### config.mk
export PLATFORM = sky130hd
export DESIGN_NAME = timed_io_port
export DESIGN_NICKNAME = d
export VERILOG_FILES = /design/src/core/io_port_pkg.sv /design/src/core/io_sync.sv /design/src/core/clock_block_set.sv /design/src/core/timed_io_port.sv
export SDC_FILE = /design/constraint.sdc
export NUM_CORES = 1
export LEC_CHECK = 0
export ABC_AREA = 1
export BUFFER_PORTS_ARGS = -buffer_cell sky130_fd_sc_hd__buf_2
export CORE_MARGIN = 2
export CORE_UTILIZATION = 61
export DETAILED_ROUTE_END_ITERATION = 12
export GPL_TIMING_DRIVEN = 0
export PLACE_DENSITY = 0.84
export SLEW_MARGIN = 0
export SYNTH_ARGS = -nofsm -noshare
export SYNTH_HDL_FRONTEND = slang
export SYNTH_HIERARCHICAL = 1
export SYNTH_SLANG_ARGS = --single-unit
### constraint.sdc
create_clock -name CORE_CLK -period 9.1 [get_ports CORE_CLK]
set_input_delay 1.365 -clock CORE_CLK [delete_from_list [all_inputs] [get_ports CORE_CLK]]
set_output_delay 1.365 -clock CORE_CLK [all_outputs]
set_load 0.1 [all_outputs]
### src/core/io_port_pkg.sv
package io_port_pkg;

    // Clocking
    localparam int CORE_CLK_HZ     = 10_000_000;
    localparam int REF_CLK_HZ      = 100_000_000;
    localparam int REF_TICK_RAW    = CORE_CLK_HZ / REF_CLK_HZ;
    localparam int REF_TICK_CYCLES = (REF_TICK_RAW < 1) ? 1 : REF_TICK_RAW;

    // Clock blocks
    localparam int         CLOCK_BLOCKS  = 6;
    localparam int         CB_IDX_W      = 3;
    localparam int         CB_DIV_W      = 8;
    localparam logic [2:0] CLK_SEL_RESET = 3'h0;

    // Port counter and transfer register
    localparam int          COUNT_W     = 16;
    localparam logic [15:0] COUNT_RESET = 16'h0000;
    localparam int          XFER_W      = 32;
    localparam logic [31:0] XFER_RESET  = 32'h0000_0000;
    localparam int          SHIFT_CNT_W = 6;

    // Conditional sampling modes
    typedef enum logic [1:0] {
        COND_NONE,
        COND_EQUAL,
        COND_DIFFER
    } cond_mode_t;

    typedef enum logic {
        OUT_IDLE,
        OUT_SHIFT
    } out_state_t;

    typedef enum logic {
        IN_ARMED,
        IN_SHIFT
    } in_state_t;

endpackage

### src/core/io_sync.sv
`timescale 1ns/1ps
module io_sync #(
    parameter int WIDTH = 1
) (
    // Clock and reset
    input  wire logic             clk,
    input  wire logic             rst,
    input  wire logic             ce,
    // Levels
    input  wire logic [WIDTH-1:0] d,
    output logic      [WIDTH-1:0] q
);
    logic [WIDTH-1:0] meta;

    always_ff @(posedge clk or posedge rst) begin
        if (rst) begin
            meta <= '0;
            q    <= '0;
        end else if (ce) begin
            meta <= d;
            q    <= meta;
        end
    end
endmodule // io_sync

### src/core/clock_block_set.sv
`timescale 1ns/1ps
module clock_block_set
    import io_port_pkg::*;
(
    // Clock and reset
    input  wire logic                                clk,
    input  wire logic                                rst,
    input  wire logic                                ce,
    // Sources and setup
    input  wire logic                                src_pin,
    input  wire logic [CLOCK_BLOCKS-2:0]             use_pin,
    input  wire logic [(CLOCK_BLOCKS-1)*CB_DIV_W-1:0] divide,
    // Ticks
    output logic      [CLOCK_BLOCKS-1:0]             tick
);
    logic [15:0]         ref_cnt;
    logic                pin_prev;
    logic [CB_DIV_W-1:0] div_cnt [CLOCK_BLOCKS-1];

    wire ref_tick = (ref_cnt == 16'(REF_TICK_CYCLES - 1));
    wire pin_rise = src_pin & ~pin_prev;

    always_ff @(posedge clk or posedge rst) begin
        if (rst) begin
            ref_cnt  <= 16'h0000;
            pin_prev <= 1'b0;
        end else if (ce) begin
            ref_cnt  <= ref_tick ? 16'h0000 : 16'(ref_cnt + 16'h0001);
            pin_prev <= src_pin;
        end
    end

    always_ff @(posedge clk or posedge rst) begin
        if (rst) begin
            tick[0] <= 1'b0;
            for (int i = 0; i < CLOCK_BLOCKS - 1; i++) begin
                div_cnt[i]  <= '0;
                tick[i + 1] <= 1'b0;
            end
        end else if (ce) begin
            tick[0] <= ref_tick;
            for (int i = 0; i < CLOCK_BLOCKS - 1; i++) begin
                tick[i + 1] <= 1'b0;
                if (use_pin[i] ? pin_rise : ref_tick) begin
                    if (div_cnt[i] >= divide[i*CB_DIV_W +: CB_DIV_W]) begin
                        div_cnt[i]  <= '0;
                        tick[i + 1] <= 1'b1;
                    end else begin
                        div_cnt[i] <= CB_DIV_W'(div_cnt[i] + 1'b1);
                    end
                end
            end
        end
    end
endmodule // clock_block_set

### src/core/timed_io_port.sv
// Behaviour
// - Port widths one, four, eight, sixteen, thirty-two
// - All pins of a port share direction
// - Drive pins or sample, optionally wait condition
// - Every processor access completes in one cycle
// - Open collector: zero pulls low, one floats
// - Data passes serialiser and transfer register
// - Sixteen-bit counter times pin transfers
// - Counter readable; transfers deferrable to time
// - Each transfer captures counter as timestamp
// - Enabled link disables port on shared pins
// - Enabled narrower port overrules wider port
// - Unshared pins stay with the wider port
// - Transfers always use full nominal width
// - Six clock blocks, block 0 reference
// - Clock block may use divided pin clock
// - Strobe in qualifies input, strobe out accompanies
// - Reset attaches port to clock block 0
// - Pin events signalled straight to tile
// - Pull-downs enabled while held in reset
`timescale 1ns/1ps
module timed_io_port #(
    parameter int PORT_WIDTH = 4
) (
    // Clock and reset
    input  wire logic                                           CORE_CLK,
    input  wire logic                                           RST,
    input  wire logic                                           CE,
    // Port setup
    input  wire logic                                           PORT_ENABLE,
    input  wire logic                                           DIR_OUT,
    input  wire logic                                           OPEN_COLLECTOR,
    input  wire logic                                           STROBED,
    input  wire logic                                           LINK_ENABLE,
    input  wire logic [PORT_WIDTH-1:0]                          NARROW_CLAIM,
    input  wire io_port_pkg::cond_mode_t                        COND_MODE,
    input  wire logic [PORT_WIDTH-1:0]                          COND_VALUE,
    // Clock block setup
    input  wire logic                                           CLK_SEL_WR,
    input  wire logic [io_port_pkg::CB_IDX_W-1:0]               CLK_SEL,
    input  wire logic [io_port_pkg::CLOCK_BLOCKS-2:0]           CB_USE_PIN,
    input  wire logic [(io_port_pkg::CLOCK_BLOCKS-1)*io_port_pkg::CB_DIV_W-1:0] CB_DIVIDE,
    // Processor access
    input  wire logic                                           ACC_REQ,
    input  wire logic                                           ACC_WRITE,
    input  wire logic                                           ACC_TIMED,
    input  wire logic [io_port_pkg::COUNT_W-1:0]                ACC_TIME,
    input  wire logic [io_port_pkg::XFER_W-1:0]                 ACC_WDATA,
    output logic                                                ACC_ACK,
    output logic                                                ACC_OK,
    output logic      [io_port_pkg::XFER_W-1:0]                 ACC_RDATA,
    output logic      [io_port_pkg::COUNT_W-1:0]                COUNT,
    output logic      [io_port_pkg::COUNT_W-1:0]                TIMESTAMP,
    output logic                                                EVENT,
    output logic      [io_port_pkg::CB_IDX_W-1:0]               CLK_SEL_NOW,
    // Pins
    input  wire logic [PORT_WIDTH-1:0]                          PIN_IN,
    input  wire logic                                           CLK_PIN,
    input  wire logic                                           STROBE_IN,
    output logic      [PORT_WIDTH-1:0]                          PIN_OUT,
    output logic      [PORT_WIDTH-1:0]                          PIN_OE,
    output logic      [PORT_WIDTH-1:0]                          PIN_PULLDOWN,
    output logic                                                STROBE_OUT
);
    import io_port_pkg::*;

    localparam int SHIFTS = XFER_W / PORT_WIDTH;

    function automatic logic time_hit(input logic [COUNT_W-1:0] now,
                                      input logic [COUNT_W-1:0] target);
        time_hit = (now == target);
    endfunction

    // Synchronised pins
    logic [PORT_WIDTH-1:0]   pin_s;
    logic                    strobe_s;
    logic                    clkpin_s;
    logic [CLOCK_BLOCKS-1:0] block_tick;

    io_sync #(
        .WIDTH (PORT_WIDTH + 2)
    ) u_sync (
        .clk (CORE_CLK),
        .rst (RST),
        .ce  (CE),
        .d   ({CLK_PIN, STROBE_IN, PIN_IN}),
        .q   ({clkpin_s, strobe_s, pin_s})
    );

    clock_block_set u_blocks (
        .clk     (CORE_CLK),
        .rst     (RST),
        .ce      (CE),
        .src_pin (clkpin_s),
        .use_pin (CB_USE_PIN),
        .divide  (CB_DIVIDE),
        .tick    (block_tick)
    );

    // Internal state
    out_state_t            out_state;
    in_state_t             in_state;
    logic [XFER_W-1:0]     xfer;
    logic                  xfer_full;
    logic                  xfer_timed;
    logic [COUNT_W-1:0]    xfer_time;
    logic                  in_timed;
    logic [COUNT_W-1:0]    in_time;
    logic [XFER_W-1:0]     shift;
    logic [SHIFT_CNT_W-1:0] shift_cnt;
    logic [PORT_WIDTH-1:0] drive_data;

    // Clock selection and pin ownership
    wire                  ce_tick = CE & block_tick[CLK_SEL_NOW];
    wire [PORT_WIDTH-1:0] owned   = {PORT_WIDTH{PORT_ENABLE & ~LINK_ENABLE}}
                                    & ~NARROW_CLAIM;
    wire [PORT_WIDTH-1:0] pin_val = pin_s & owned;

    // Sampling qualifiers
    wire cond_ok   = (COND_MODE == COND_NONE)
                   | ((COND_MODE == COND_EQUAL) & (pin_val == COND_VALUE))
                   | ((COND_MODE == COND_DIFFER) & (pin_val != COND_VALUE));
    wire strobe_ok = ~STROBED | strobe_s;
    wire in_time_ok = ~in_timed | time_hit(COUNT, in_time);
    wire sample_now = ce_tick & ~DIR_OUT & PORT_ENABLE & strobe_ok
                    & ((in_state == IN_SHIFT) | (cond_ok & in_time_ok));
    wire [XFER_W-1:0] in_shift_nxt = (shift >> PORT_WIDTH)
                    | (XFER_W'(pin_val) << (XFER_W - PORT_WIDTH));
    wire [SHIFT_CNT_W-1:0] cnt_inc = SHIFT_CNT_W'(shift_cnt + 1'b1);
    wire in_done = sample_now & (cnt_inc == SHIFT_CNT_W'(SHIFTS));

    // Output load and shift
    wire out_load  = ce_tick & DIR_OUT & (out_state == OUT_IDLE) & xfer_full
                   & (~xfer_timed | time_hit(COUNT, xfer_time));
    wire out_drive = ce_tick & (out_state == OUT_SHIFT);
    wire out_last  = out_drive & (cnt_inc == SHIFT_CNT_W'(SHIFTS));

    // Processor access decode
    wire acc_wr_ok = ACC_REQ & ACC_WRITE & DIR_OUT & ~xfer_full;
    wire acc_rd_ok = ACC_REQ & ~ACC_WRITE & ~DIR_OUT & xfer_full;

    // Pin drive, new chunk leaves with its strobe
    wire [PORT_WIDTH-1:0] drive_nxt = out_drive ? shift[PORT_WIDTH-1:0] : drive_data;
    wire [PORT_WIDTH-1:0] next_oe   = {PORT_WIDTH{DIR_OUT}} & owned
                                    & (OPEN_COLLECTOR ? ~drive_nxt : {PORT_WIDTH{1'b1}});
    wire [PORT_WIDTH-1:0] next_out  = OPEN_COLLECTOR ? '0 : drive_nxt;

    always_ff @(posedge CORE_CLK or posedge RST) begin
        if (RST) begin
            CLK_SEL_NOW <= CLK_SEL_RESET;
        end else if (CE && CLK_SEL_WR) begin
            CLK_SEL_NOW <= (CLK_SEL < CB_IDX_W'(CLOCK_BLOCKS)) ? CLK_SEL : CLK_SEL_NOW;
        end
    end

    always_ff @(posedge CORE_CLK or posedge RST) begin
        if (RST) begin
            COUNT <= COUNT_RESET;
        end else if (ce_tick) begin
            COUNT <= COUNT_W'(COUNT + 1'b1);
        end
    end

    // Access answers
    always_ff @(posedge CORE_CLK or posedge RST) begin
        if (RST) begin
            ACC_ACK   <= 1'b0;
            ACC_OK    <= 1'b0;
            ACC_RDATA <= XFER_RESET;
        end else if (CE) begin
            ACC_ACK <= ACC_REQ;
            ACC_OK  <= acc_wr_ok | acc_rd_ok;
            if (acc_rd_ok) begin
                ACC_RDATA <= xfer;
            end
        end
    end

    // Transfer register
    always_ff @(posedge CORE_CLK or posedge RST) begin
        if (RST) begin
            xfer       <= XFER_RESET;
            xfer_full  <= 1'b0;
            xfer_timed <= 1'b0;
            xfer_time  <= COUNT_RESET;
        end else if (CE) begin
            if (acc_wr_ok) begin
                xfer       <= ACC_WDATA;
                xfer_full  <= 1'b1;
                xfer_timed <= ACC_TIMED;
                xfer_time  <= ACC_TIME;
            end
            if (acc_rd_ok || out_load) begin
                xfer_full <= 1'b0;
            end
            if (in_done) begin
                xfer      <= in_shift_nxt;
                xfer_full <= 1'b1;
            end
        end
    end

    // Deferred input time
    always_ff @(posedge CORE_CLK or posedge RST) begin
        if (RST) begin
            in_timed <= 1'b0;
            in_time  <= COUNT_RESET;
        end else if (CE) begin
            if (in_done) begin
                in_timed <= 1'b0;
            end
            if (ACC_REQ && !ACC_WRITE && ACC_TIMED) begin
                in_timed <= 1'b1;
                in_time  <= ACC_TIME;
            end
        end
    end

    // Serialiser
    always_ff @(posedge CORE_CLK or posedge RST) begin
        if (RST) begin
            shift      <= XFER_RESET;
            shift_cnt  <= '0;
            out_state  <= OUT_IDLE;
            in_state   <= IN_ARMED;
            drive_data <= '0;
        end else if (CE) begin
            if (out_load) begin
                shift     <= xfer;
                shift_cnt <= '0;
                out_state <= OUT_SHIFT;
            end else if (out_drive) begin
                drive_data <= shift[PORT_WIDTH-1:0];
                shift      <= shift >> PORT_WIDTH;
                shift_cnt  <= out_last ? '0 : cnt_inc;
                out_state  <= out_last ? OUT_IDLE : OUT_SHIFT;
            end else if (sample_now) begin
                shift     <= in_shift_nxt;
                shift_cnt <= in_done ? '0 : cnt_inc;
                in_state  <= in_done ? IN_ARMED : IN_SHIFT;
            end
        end
    end

    // Timestamp, event and strobe
    always_ff @(posedge CORE_CLK or posedge RST) begin
        if (RST) begin
            TIMESTAMP  <= COUNT_RESET;
            EVENT      <= 1'b0;
            STROBE_OUT <= 1'b0;
        end else if (CE) begin
            if (out_load || in_done) begin
                TIMESTAMP <= COUNT;
            end
            EVENT <= in_done;
            if (ce_tick) begin
                STROBE_OUT <= out_drive;
            end
        end
    end

    // Pin outputs
    always_ff @(posedge CORE_CLK or posedge RST) begin
        if (RST) begin
            PIN_OUT      <= '0;
            PIN_OE       <= '0;
            PIN_PULLDOWN <= '1;
        end else if (CE) begin
            PIN_OUT      <= next_out;
            PIN_OE       <= next_oe;
            PIN_PULLDOWN <= ~owned;
        end
    end

    a_access_answer: assert property (@(posedge CORE_CLK) disable iff (RST)
        CE && ACC_REQ |=> ACC_ACK)
        else $error("access not answered next cycle");

    a_counter_wrap: assert property (@(posedge CORE_CLK) disable iff (RST)
        ce_tick |=> COUNT == COUNT_W'($past(COUNT) + 1'b1))
        else $error("counter did not step or wrap");

    a_counter_hold: assert property (@(posedge CORE_CLK) disable iff (RST)
        !ce_tick |=> COUNT == $past(COUNT))
        else $error("counter moved without tick");

    a_link_release: assert property (@(posedge CORE_CLK) disable iff (RST)
        CE && LINK_ENABLE |=> PIN_OE == '0)
        else $error("pin driven while link enabled");

    a_narrow_wins: assert property (@(posedge CORE_CLK) disable iff (RST)
        CE |=> (PIN_OE & $past(NARROW_CLAIM)) == '0)
        else $error("wider port drove claimed pin");

    a_open_drain: assert property (@(posedge CORE_CLK) disable iff (RST)
        CE && OPEN_COLLECTOR |=> PIN_OUT == '0 && (PIN_OE & $past(drive_nxt)) == '0)
        else $error("open collector drove a one");

    a_input_quiet: assert property (@(posedge CORE_CLK) disable iff (RST)
        CE && !DIR_OUT |=> PIN_OE == '0)
        else $error("input port drove pins");

    a_stamp_event: assert property (@(posedge CORE_CLK) disable iff (RST)
        EVENT |-> TIMESTAMP == $past(COUNT) && xfer_full)
        else $error("event without matching timestamp");

    a_strobe_tick: assert property (@(posedge CORE_CLK) disable iff (RST)
        ce_tick |=> STROBE_OUT == $past(out_drive))
        else $error("strobe out not tied to output");

    a_strobe_data: assert property (@(posedge CORE_CLK) disable iff (RST)
        out_drive && !OPEN_COLLECTOR |=> PIN_OUT == $past(shift[PORT_WIDTH-1:0]))
        else $error("output chunk not aligned with strobe");

    a_refuse_read: assert property (@(posedge CORE_CLK) disable iff (RST)
        CE && ACC_REQ && !ACC_WRITE && DIR_OUT |=> ACC_ACK && !ACC_OK)
        else $error("read accepted on output port");

    a_event_full: assert property (@(posedge CORE_CLK) disable iff (RST)
        CE && in_done |=> EVENT && xfer_full)
        else $error("captured word not signalled");

    a_pin_drive: assert property (@(posedge CORE_CLK) disable iff (RST)
        CE && DIR_OUT && !OPEN_COLLECTOR |=> PIN_OE == $past(owned))
        else $error("output port not driving owned pins");

    a_pulldown_own: assert property (@(posedge CORE_CLK) disable iff (RST)
        CE |=> PIN_PULLDOWN == ~$past(owned))
        else $error("pull-down does not follow ownership");

    a_sel_range: assert property (@(posedge CORE_CLK) disable iff (RST)
        CE && CLK_SEL_WR && CLK_SEL >= CB_IDX_W'(CLOCK_BLOCKS) |=> $stable(CLK_SEL_NOW))
        else $error("out of range clock block selected");

endmodule // timed_io_port

# Yosys cells after proc, flatten, opt, wreduce, memory -nomap -nowiden
# Cells that the tools add are included.
# classes
addsub	8
n_mul	0
div	0
order_cmp	7
eq_ne	7
shifts	0
mux	45
bitwise	49
n_reduce_logical	31
# op_table
op	count
32-bit 2-to-1 mux	5
8-bit by 1-bit adder with 8-bit output (second input constant)	5
8-bit greater-or-equal comparator	5
8-bit 2-to-1 mux	5
2-bit AND reduction	17
16-bit by 1-bit adder with 16-bit output (second input constant)	2
16-bit == test	2
28-bit by 32-bit bitwise OR with 32-bit output	1
6-bit 2-to-1 mux	5
1-bit 2-to-1 mux	25
1-bit bitwise AND	23
4-bit bitwise AND	4
16-bit logical NOT	1
16-bit 2-to-1 mux	1
4-bit 2-to-1 mux	3
4-bit inverter	3
1-bit inverter	11
1-bit bitwise OR	7
6-bit by 1-bit adder with 6-bit output (second input constant)	1
6-bit by 4-bit == test with 1-bit output (second input constant)	1
2-bit nonzero test	3
3-bit nonzero test	2
4-bit == test	1
3-bit by 4-bit < comparator with 1-bit output (second input constant)	1
10 further kinds	13
# word_totals
ff_bits	269
latch_bits	0
ramBits	0
romBits	0
inputBits	124
memories	0

# Depth between registers and ports, before layout
# Gate-level depths: netlist (run 1).
# logic_depth
depth_word	16
mapped_depth	17
depth_no_buf	16

# By module
# Netlist (run 1), hierarchy kept.
# by_module_without_submodules
mod	instances	cells_per_inst	area_each_um2	seq_area_each_um2
timed_io_port	1	1218	9385.3	4859.7
clock_block_set	1	671	4733.3	1576.5
io_sync	1	52	461.7	300.3

# Worst setup path after synthesis (run 1)
# OpenSTA, ideal clock, no wires.
# synth_timing
kind	input port to flip-flop
startpoint	input port LINK_ENABLE
endpoint	register xfer[10]
setup_time_ps	118
arrival_time_ps	2771
t_required_ps	8982
slack_ps	6211
path_stages	17
path_cell_list	inv_1 -> nand2_1 -> nor2_2 -> nand2_1 -> nand2_1 -> nand2_1 -> nor2_1 -> nand2_1 -> nand2_1 -> nand3_1 -> nand2_2 -> nand3_4 -> nand2_2 -> inv_2 -> buf_2 -> nand2_1 -> nand2_1
# synth_via
elab_chain_cells	14
# synth_lines
item	line_no	rtl
start: declaration	timed_io_port.sv:34	input wire logic LINK_ENABLE,
1-bit inverter (*)	timed_io_port.sv:115	wire [PORT_WIDTH-1:0] owned = {PORT_WIDTH{PORT_ENABLE & ~LINK_ENABLE}}
1-bit bitwise AND (*)	timed_io_port.sv:115	
4-bit bitwise AND (*)	timed_io_port.sv:116	& ~NARROW_CLAIM;
4-bit bitwise AND (*)	timed_io_port.sv:117	wire [PORT_WIDTH-1:0] pin_val = pin_s & owned;
4-bit == test	timed_io_port.sv:121	| ((COND_MODE == COND_EQUAL) & (pin_val == COND_VALUE))
1-bit bitwise AND	timed_io_port.sv:121	
1-bit bitwise OR	timed_io_port.sv:121	
1-bit bitwise OR (*)	timed_io_port.sv:122	| ((COND_MODE == COND_DIFFER) & (pin_val != COND_VALUE));
1-bit bitwise AND (*)	timed_io_port.sv:126	& ((in_state == IN_SHIFT) | (cond_ok & in_time_ok));
1-bit bitwise OR (*)	timed_io_port.sv:126	
1-bit bitwise AND (*)	timed_io_port.sv:126	
1-bit bitwise AND (*)	timed_io_port.sv:130	wire in_done = sample_now & (cnt_inc == SHIFT_CNT_W'(SHIFTS));
2-bit nonzero test (no line)	n/a	
2-bit AND reduction (no line)	n/a	
end signal: assignment	timed_io_port.sv:197	xfer <= in_shift_nxt;
end: declaration	timed_io_port.sv:103	logic [XFER_W-1:0] xfer;
# Every way passes the cells marked *; elsewhere a longest branch is shown, timed or not.
# A chain may end at the register's enable or synchronous reset.

# Worst setup path in the final report (run 1)
# layout_timing
startpoint	input port LINK_ENABLE
endpoint	register xfer[17]
# Same word-level chain as after synthesis.

==> impl_metrics.csv, run 1 <==
group,metric,value,unit
clock_tree,tritoncts,"yes",
setup_path,crit_arrival,3730,ps
grt,antenna_found_initial,0,
setup_path,cp_slowest_cell,"clkbuf_1",
sta,tns,0,ps
sta,finalCritPeriodShare,36.4,%
clock_tree,cts_sinks,269,
sta,tightest_slew,693,ps
cells_and_area,diodes,0,
power,p_leak,0.00949,uW
grt,grt.total_usage,30.0,%
sta,final-setup-viol-count,0,
die,die_x,159,um
clock_tree,clk_latency,540,ps
cells_and_area,syn2layout_area_growth,16.7,%
setup_path,crit_end,"xfer[17]",
logic_synthesis,syn-num-nets,2115,
hold_path,hold_class,"reg -> reg",
setup_path,worstRegToRegCells,17,
cells_and_area,fin_nets,2353,
setup_path,critical_path_class,"in -> reg",
setup_path,cp_max_fo,10,
clock_tree,numCtsBuffers,28,
routing,vias_per_cell,5.37,
placement,dp.cells,2468,
placement,dpl.hpwl,26900,um
setup_path,cp-start-kind,"input port",
routing,remaining_drc_errors,0,
power,finalPower,4930,uW
clock_tree,root_buffer,"clkbuf_16",
routing,routed_wl,37200,um
setup_path,crit_chain,"buf_2 > inv_1 > nand2_1 > nor2_2 > nand2_1 > nand2_1 > nand2_1 > nor2_1 > nand3_1 > nand3_1 > nand2_2 > nand3_4 > clkbuf_1 > nand2_1 > nand3_1 > nand2_1",
status,status,"finished, final reports clean",
clock_tree,clock_path_buffers,3,
logic_synthesis,yosysSeqAreaShare,46.2,%
sta,slew_viol_final,0,
clock_tree,postCtsSetupBuffers,0,
clock_tree,clkTransAtPathRegs,60,ps
routing,vias,13500,
die,core,23500,um2
grt,grt_max_degree,119,
placement,gp_congestion,0.880,
clock_tree,ctsResizeCount,0,
setup_path,crit_start,"LINK_ENABLE",
setup_path,crit_cells,16,
die,ios,207,
placement,io_buffers,206,
logic_synthesis,yosysUniqueCellTypes,42,
routing,wirelength_met1,15700,um
power,power.density,290,nW/um2
clock_tree,cts_hold_buf,0,
grt,first_global_vias,12600,
logic_synthesis,netlist_instances,1941,
cells_and_area,fill_cells,1815,
cells_and_area,drive_gt1_share,15.1,%
sta,relSlewSlack,53.8,%
setup_path,r2r_slack,6450,ps
setup_path,timing.rr.start,"COUNT[5]",
routing,top_layer_used,"met4",
routing,route.met2.wl,17700,um
logic_synthesis,synth_seq_cells,269,
setup_path,critPathMaxStageDelay,420,ps
routing,drt_pre_antenna_iters,6,
sta,fin_worst_skew,14.3,ps
sta,max_freq,0.302,GHz
setup_path,crit_family,"simple AND/OR/NAND/NOR gates",
logic_synthesis,syn_area,14600,um2
setup_path,required,9520,ps
logic_synthesis,yosys_warnings,6,
setup_path,setup.worst_path.end_class,"flip-flop",
power,ir_drop,0.000202,V
routing,wl_met3,2770,um
setup_path,r2r-end,"xfer[0]",
flow_run,maxCapViolations,0,
clock_tree,htreeDepth,1,
routing,drt-initial-drc-count,1068,
die,start_util,62.1,%
setup_path,crit_buf_inv,3,
grt,overflow,0,
die,rows,56,
sta,hold_slack,472,ps
grt,grt_first_pass_wirelength,60500,um
setup_path,cpMostUsedCell,"nand2_1",
cells_and_area,final_cells,2518,
die,die_y,159,um
routing,detail-route-antenna-nets,0,
routing,wl_per_cell,14.8,um
sta,rsz0062_at_grt,"false",
sta,hold_viol,0,
logic_synthesis,synth.avg_cell_area,7.51,um2
die,dieArea,25200,um2
sta,period_needed,3310,ps
-- sequential cells by signal, summed over array words and instances (netlist names), 4 cells and up --
register          count
u_blocks/div_cnt     40
ACC_RDATA            32
shift                32
xfer                 32
COUNT                16
TIMESTAMP            16
in_time              16
u_blocks/ref_cnt     16
xfer_time            16
shift_cnt             6
u_blocks/tick         6
u_sync/meta           6
u_sync/q              6
PIN_OE                4
PIN_OUT               4
PIN_PULLDOWN          4
drive_data            4
-- where the power goes --
group | total, uW | internal, uW | switching [uW]
Clock | 1180 | 714 | 471
Combinational | 1900 | 469 | 1430
Sequential | 1840 | 1560 | 278
Total | 4930 | 2740 | 2180
-- synthesized netlist by cell type (all sizes together) --
cell type  instances  area (um2)
nand2b             1        6.26
nand2            627        2380
o21bai             4        30.0
ha                50         626
nand3            137         713
inv              314        1180
or2                1        6.26
buf               36         220
a31o               1        8.76
dfstp              4         105
nor3              19         123
o21ai            193         996
dfrtp            265        6630
nor4               2        12.5
a31oi              2        12.5
xor2              36         315
clkbuf            37         140
o21a               4        30.0
nor2             115         444
a21o               1        7.51
xnor2             12         105
a21oi             22         125
nand4             48         300
nand3b             2        15.0
o22ai              4        25.0
and2               4        25.0
-- area by class of cell --
class	count	area, um2	share of cell area (%)
flip-flops and latches	269	6740	39.6
multi-input cells	1285	6300	37.1
inverters	314	1190	6.97
repair buffers	208	1080	6.34
clock buffers	42	835	4.90
well taps	319	399	2.35
plain buffers	73	360	2.12
clock inverters	8	115	0.677
-- logic make-up (layout without fill, tap and decap cells) --
family                     count (synthesis)  count (layout)  synth area share [%]
and+or+nand+nor                          956             956                  27.6
buffers and inverters                    387             645                  10.6
DFF                                      269             269                  46.2
AOI/OAI and AO/OA                        231             231                  8.47
adders and majority gates                 50              50                  4.29
xor gates and xnor gates                  48              48                  2.88
-- cells in the final DEF, fill, tap and decap left out, types with 3 or more instances in the layout --
| cell | netlist | layout |
|---|---|---|
| dfstp_2 | 4 | 4 |
| a21oi_1 | 20 | 20 |
| o22ai_1 | 4 | 4 |
| clkbuf_16 | 0 | 29 |
| o21ai_1 | 23 | 23 |
| nor2_1 | 110 | 110 |
| xor2_1 | 36 | 36 |
| buf_2 | 23 | 229 |
| nand3_1 | 133 | 133 |
| nor2_2 | 5 | 5 |
| clkinv_2 | 0 | 5 |
| buf_4 | 3 | 3 |
| nand2_1 | 619 | 619 |
| o21bai_1 | 4 | 4 |
| xnor2_1 | 12 | 12 |
| clkbuf_1 | 36 | 43 |
| o21ai_2 | 8 | 8 |
| bufinv_16 | 0 | 3 |
| o21ai_0 | 162 | 162 |
| and2_1 | 4 | 4 |
| ha_1 | 50 | 50 |
| inv_2 | 10 | 11 |
| buf_6 | 6 | 6 |
| nand3_2 | 3 | 3 |
| clkbuf_8 | 0 | 6 |
| dfrtp_1 | 265 | 265 |
| nand2_2 | 7 | 7 |
| nor3_1 | 16 | 16 |
| nand4_1 | 48 | 48 |
| o21a_1 | 4 | 4 |
| buf_1 | 4 | 4 |
| inv_1 | 304 | 302 |
-- worst register-to-register path, stage by stage (launching register included) --
cell and delay (ps):
dfrtp_1 340, clkbuf_2 210, inv_1 100, nand2_1 70, nand2_1 60, nor2_1 140
nand2_1 110, nor2_1 130, nand2_1 100, nand2_1 90, nand3_1 100, nand2_2 200
nand3_4 190, nand2_2 210, inv_2 120, buf_2 220, nand2_1 100, nand2_1 50
-- layer usage --
metal	up-vias	GRT usage [%]
met5	-	0
li1	6535	-
met2	593	50.2
met4	0	9.52
met3	88	3.13
met1	6316	41.2
-- worst min path at each step --
stage / cells after the start / startpoint / endpoint
floorplan: 2 / shift[3] / shift[3]
global placement: 2 / u_sync/meta[4] / u_sync/meta[4]
detailed placement: 2 / u_sync/meta[1] / u_sync/q[1]
CTS: 2 / shift[3] / shift[3]
global route: 2 / xfer[18] / xfer[18]
finish: 2 / u_sync/meta[0] / u_sync/q[0]
-- per-stage QoR --
step | area, um2 | utilization, % | worst slack (ps)
2_1_floorplan | 14600 | - | 2460
3_3_place_gp | 16000 | 68.2 | 307
3_5_place_dp | 16100 | 68.4 | 5320
4_1_cts | 17000 | 72.5 | 5860
5_1_grt | 17000 | 72.5 | 5530
6_report | 17000 | 72.5 | 5790
Power figures use the tool's default switching activity.
==> run 2, diff against run 1 <==
--- a/config.mk
+++ b/config.mk
@@ -5,13 +5,13 @@
 export SDC_FILE = /design/constraint.sdc
 export NUM_CORES = 1
 export LEC_CHECK = 0
-export ABC_AREA = 1
+export ABC_AREA = 0
 export BUFFER_PORTS_ARGS = -buffer_cell sky130_fd_sc_hd__buf_2
 export CORE_MARGIN = 2
-export CORE_UTILIZATION = 61
+export CORE_UTILIZATION = 57
 export DETAILED_ROUTE_END_ITERATION = 12
 export GPL_TIMING_DRIVEN = 0
-export PLACE_DENSITY = 0.84
+export PLACE_DENSITY = 0.8
 export SLEW_MARGIN = 0
 export SYNTH_ARGS = -nofsm -noshare
 export SYNTH_HDL_FRONTEND = slang
==> constraint.sdc (replaced) <==
create_clock -name CORE_CLK -period 3.3 [get_ports CORE_CLK]
set_input_delay 0.495 -clock CORE_CLK [delete_from_list [all_inputs] [get_ports CORE_CLK]]
set_output_delay 0.495 -clock CORE_CLK [all_outputs]
set_load 0.1 [all_outputs]
==> impl_metrics.csv, run 2 <==
group,metric,value,unit
routing,drt-initial-drc-count,653,
grt,grt_first_pass_wirelength,52500,um
routing,wl_per_cell,17.7,um
logic_synthesis,yosysTopAreaCell,"dfrtp_1",
placement,dpl_cell_area,14900,um2
grt,antenna_found_initial,6,
sta,relSlewSlack,8.82,%
logic_synthesis,yosysSeqAreaShare,50.5,%
cells_and_area,fin_area,15900,um2
logic_synthesis,synthTopCellsByCount,"dfrtp_1, nand2_1, mux2_2",
cells_and_area,drive_gt1_share,26.8,%
power,p_leak,0.00774,uW
power,power.density,865,nW/um2
status,status,"complete, but fails checks",
power,finalPower,13800,uW
hold_path,hold_class,"in -> async",
clock_tree,clk_latency,550,ps
cells_and_area,syn2layout_area_growth,19.3,%
setup_path,crit_arrival,3470,ps
setup_path,r2r_slack,210,ps
power,ir_drop,0.000486,V
routing,remaining_drc_errors,0,
grt,first_global_vias,10500,
routing,detail-route-antenna-nets,0,
placement,io_buffers,206,
die,ios,207,
routing,vias,10500,
clock_tree,root_buffer,"clkbuf_16",
setup_path,setup.worst_path.end_class,"flip-flop",
logic_synthesis,synth_edf_count,0,
clock_tree,clock_path_buffers,3,
clock_tree,postCtsSetupBuffers,0,
die,die_y,157,um
clock_tree,htreeDepth,1,
cells_and_area,fin_nets,1672,
logic_synthesis,synth_area_leaders,"dfrtp_1, mux2_2, ha_1, nand2_1, xor2_1",
logic_synthesis,yosys_warnings,6,
logic_synthesis,syn-num-nets,1433,
cells_and_area,utilization,69.8,%
setup_path,critical_path_class,"reg -> reg",
clock_tree,clkTransAtPathRegs,60,ps
setup_path,required,3680,ps
grt,grt_max_degree,42,
flow_run,maxCapViolations,0,
placement,dpl.hpwl,24000,um
sta,final-setup-viol-count,0,
grt,grt.total_usage,26.7,%
cells_and_area,most-common-layout-cells,"dfrtp_1, buf_2, nand2_1",
logic_synthesis,synth.most_common_cell,"dfrtp_1",
cells_and_area,multi_input_area,6060,um2
setup_path,r2r-end,"in_timed",
placement,dp_slack,-384,ps
sta,layout_setup_ws,207,ps
setup_path,timing.rr.start,"CLK_SEL_NOW[0]",
logic_synthesis,yosysUniqueCellTypes,69,
sta,hold_slack,-3.63,ps
routing,vias_per_cell,5.70,
cells_and_area,regMostFlops,"u_blocks/div_cnt",
sta,fin_worst_skew,21.3,ps
sta,max_freq,0.323,GHz
logic_synthesis,synth.avg_cell_area,10.6,um2
logic_synthesis,netlist_instances,1259,
setup_path,cp-start-kind,"flip-flop",
sta,finalCritPeriodShare,93.7,%
clock_tree,tritoncts,"yes",
logic_synthesis,async_flop_share,100,%
logic_synthesis,synth_seq_cells,269,
routing,drt_pre_antenna_iters,5,
die,rows,55,
cells_and_area,seq_area,6740,um2
sta,tightest_slew,1360,ps
grt,overflow,0,
cells_and_area,mostFrequentLayoutCell,"dfrtp_1",
setup_path,cp_max_fo,10,
sta,hold_viol,3,
placement,gp_congestion,0.871,
clock_tree,cts_sinks,269,
logic_synthesis,synth_top_area_share,49.7,%
logic_synthesis,syn_area,13300,um2
status,violations,"negative hold slack",
sta,tns,0,ps
routing,routed_wl,32500,um
sta,slew_viol_final,0,
setup_path,worstRegToRegCells,8,
die,dieArea,24600,um2
logic_synthesis,synth_ff_type,"dfrtp_1",
clock_tree,numCtsBuffers,28,
die,die_x,157,um
die,core,22800,um2
die,start_util,58.5,%
cells_and_area,largest_reg_flops,40,
sta,period_needed,3090,ps
cells_and_area,fill_cells,1708,
## run 2: cell types whose count changed in the layout (fill, tap and decap cells not counted), moves of 17 or more
cell,before,now
nand2_1,619,156
inv_1,302,81
o21ai_0,162,60
nand3_1,133,39
mux2_2,0,92
nor2_1,110,74
nand4_1,48,16
mux2i_1,0,30
a31oi_1,2,25
a21oi_1,20,41
o21ai_1,23,6
## run 2: logic make-up after synthesis
kind of cell | count (synthesis) | share of synthesized area, %
fa+ha+maj | 50 | 4.69
simple gates | 380 | 13.8
mux | 133 | 11.3
xor+xnor | 64 | 4.21
buf+inv | 136 | 4.03
compound gates | 227 | 11.4
flops | 269 | 50.5
## run 2: timing repair
| action | CTS | global route |
|---|---|---|
| setup endpoints to repair | 0 | 40 |
| hold buffers | 0 | 0 |
| gates resized for setup | 0 | 6 |
## run 2: critical path: stages (launching register included)
cell      delay, ps
dfrtp_1         440
mux4_2          390
a22o_1          350
nand4b_1        290
or2_2           400
a21oi_1         360
buf_2           300
buf_2           290
o21ai_0         110
## run 2: power breakdown
group	switching, uW	total (uW)	internal, uW	leakage, uW
Clock	1290	3400	2110	0.000495
Sequential	918	5290	4370	0.00337
Combinational	3510	5070	1550	0.00387
Total	5720	13800	8040	0.00774
## run 2: area by class of cell
class	instances	share of cell area, %
multi-input cells	854	38.1
inverters	83	1.98
repair buffers	212	7.29
clock buffers	42	5.44
flip-flops and latches	269	42.4
plain buffers	50	1.37
well taps	313	2.46
clock inverters	9	0.944
diodes	4	0.0629
## run 2: through the flow
| stage | instances | hold WS, ps |
|---|---|---|
| 6_report | 1836 | -3.63 |
| 3_5_place_dp | 1784 | 463 |
| 2_1_floorplan | 1259 | 360 |
| 3_3_place_gp | 1778 | 461 |
| 4_1_cts | 1835 | 0.222 |
| 5_1_grt | 1835 | 41.1 |
## run 2: layer usage
metal,track usage [%],routed length [um],vias up
met5,0,13,-
met4,10.3,1180,2
met3,6.17,2440,80
met2,43.5,15300,346
met1,34.9,13600,5147
li1,-,-,4896
## run 2: worst max-delay path by stage
stage	from	endpoint	slack, ps	cells after the start
2_1_floorplan	CLK_SEL_NOW[0]	shift_cnt[4]	240	8
3_3_place_gp	RST	ACC_RDATA[17]	-960	2
3_5_place_dp	CE	shift_cnt[0]	-380	10
4_1_cts	COUNT[8]	shift_cnt[0]	170	9
5_1_grt	CLK_SEL_NOW[0]	shift_cnt[5]	-0.7	9
6_report	CLK_SEL_NOW[0]	in_timed	210	8
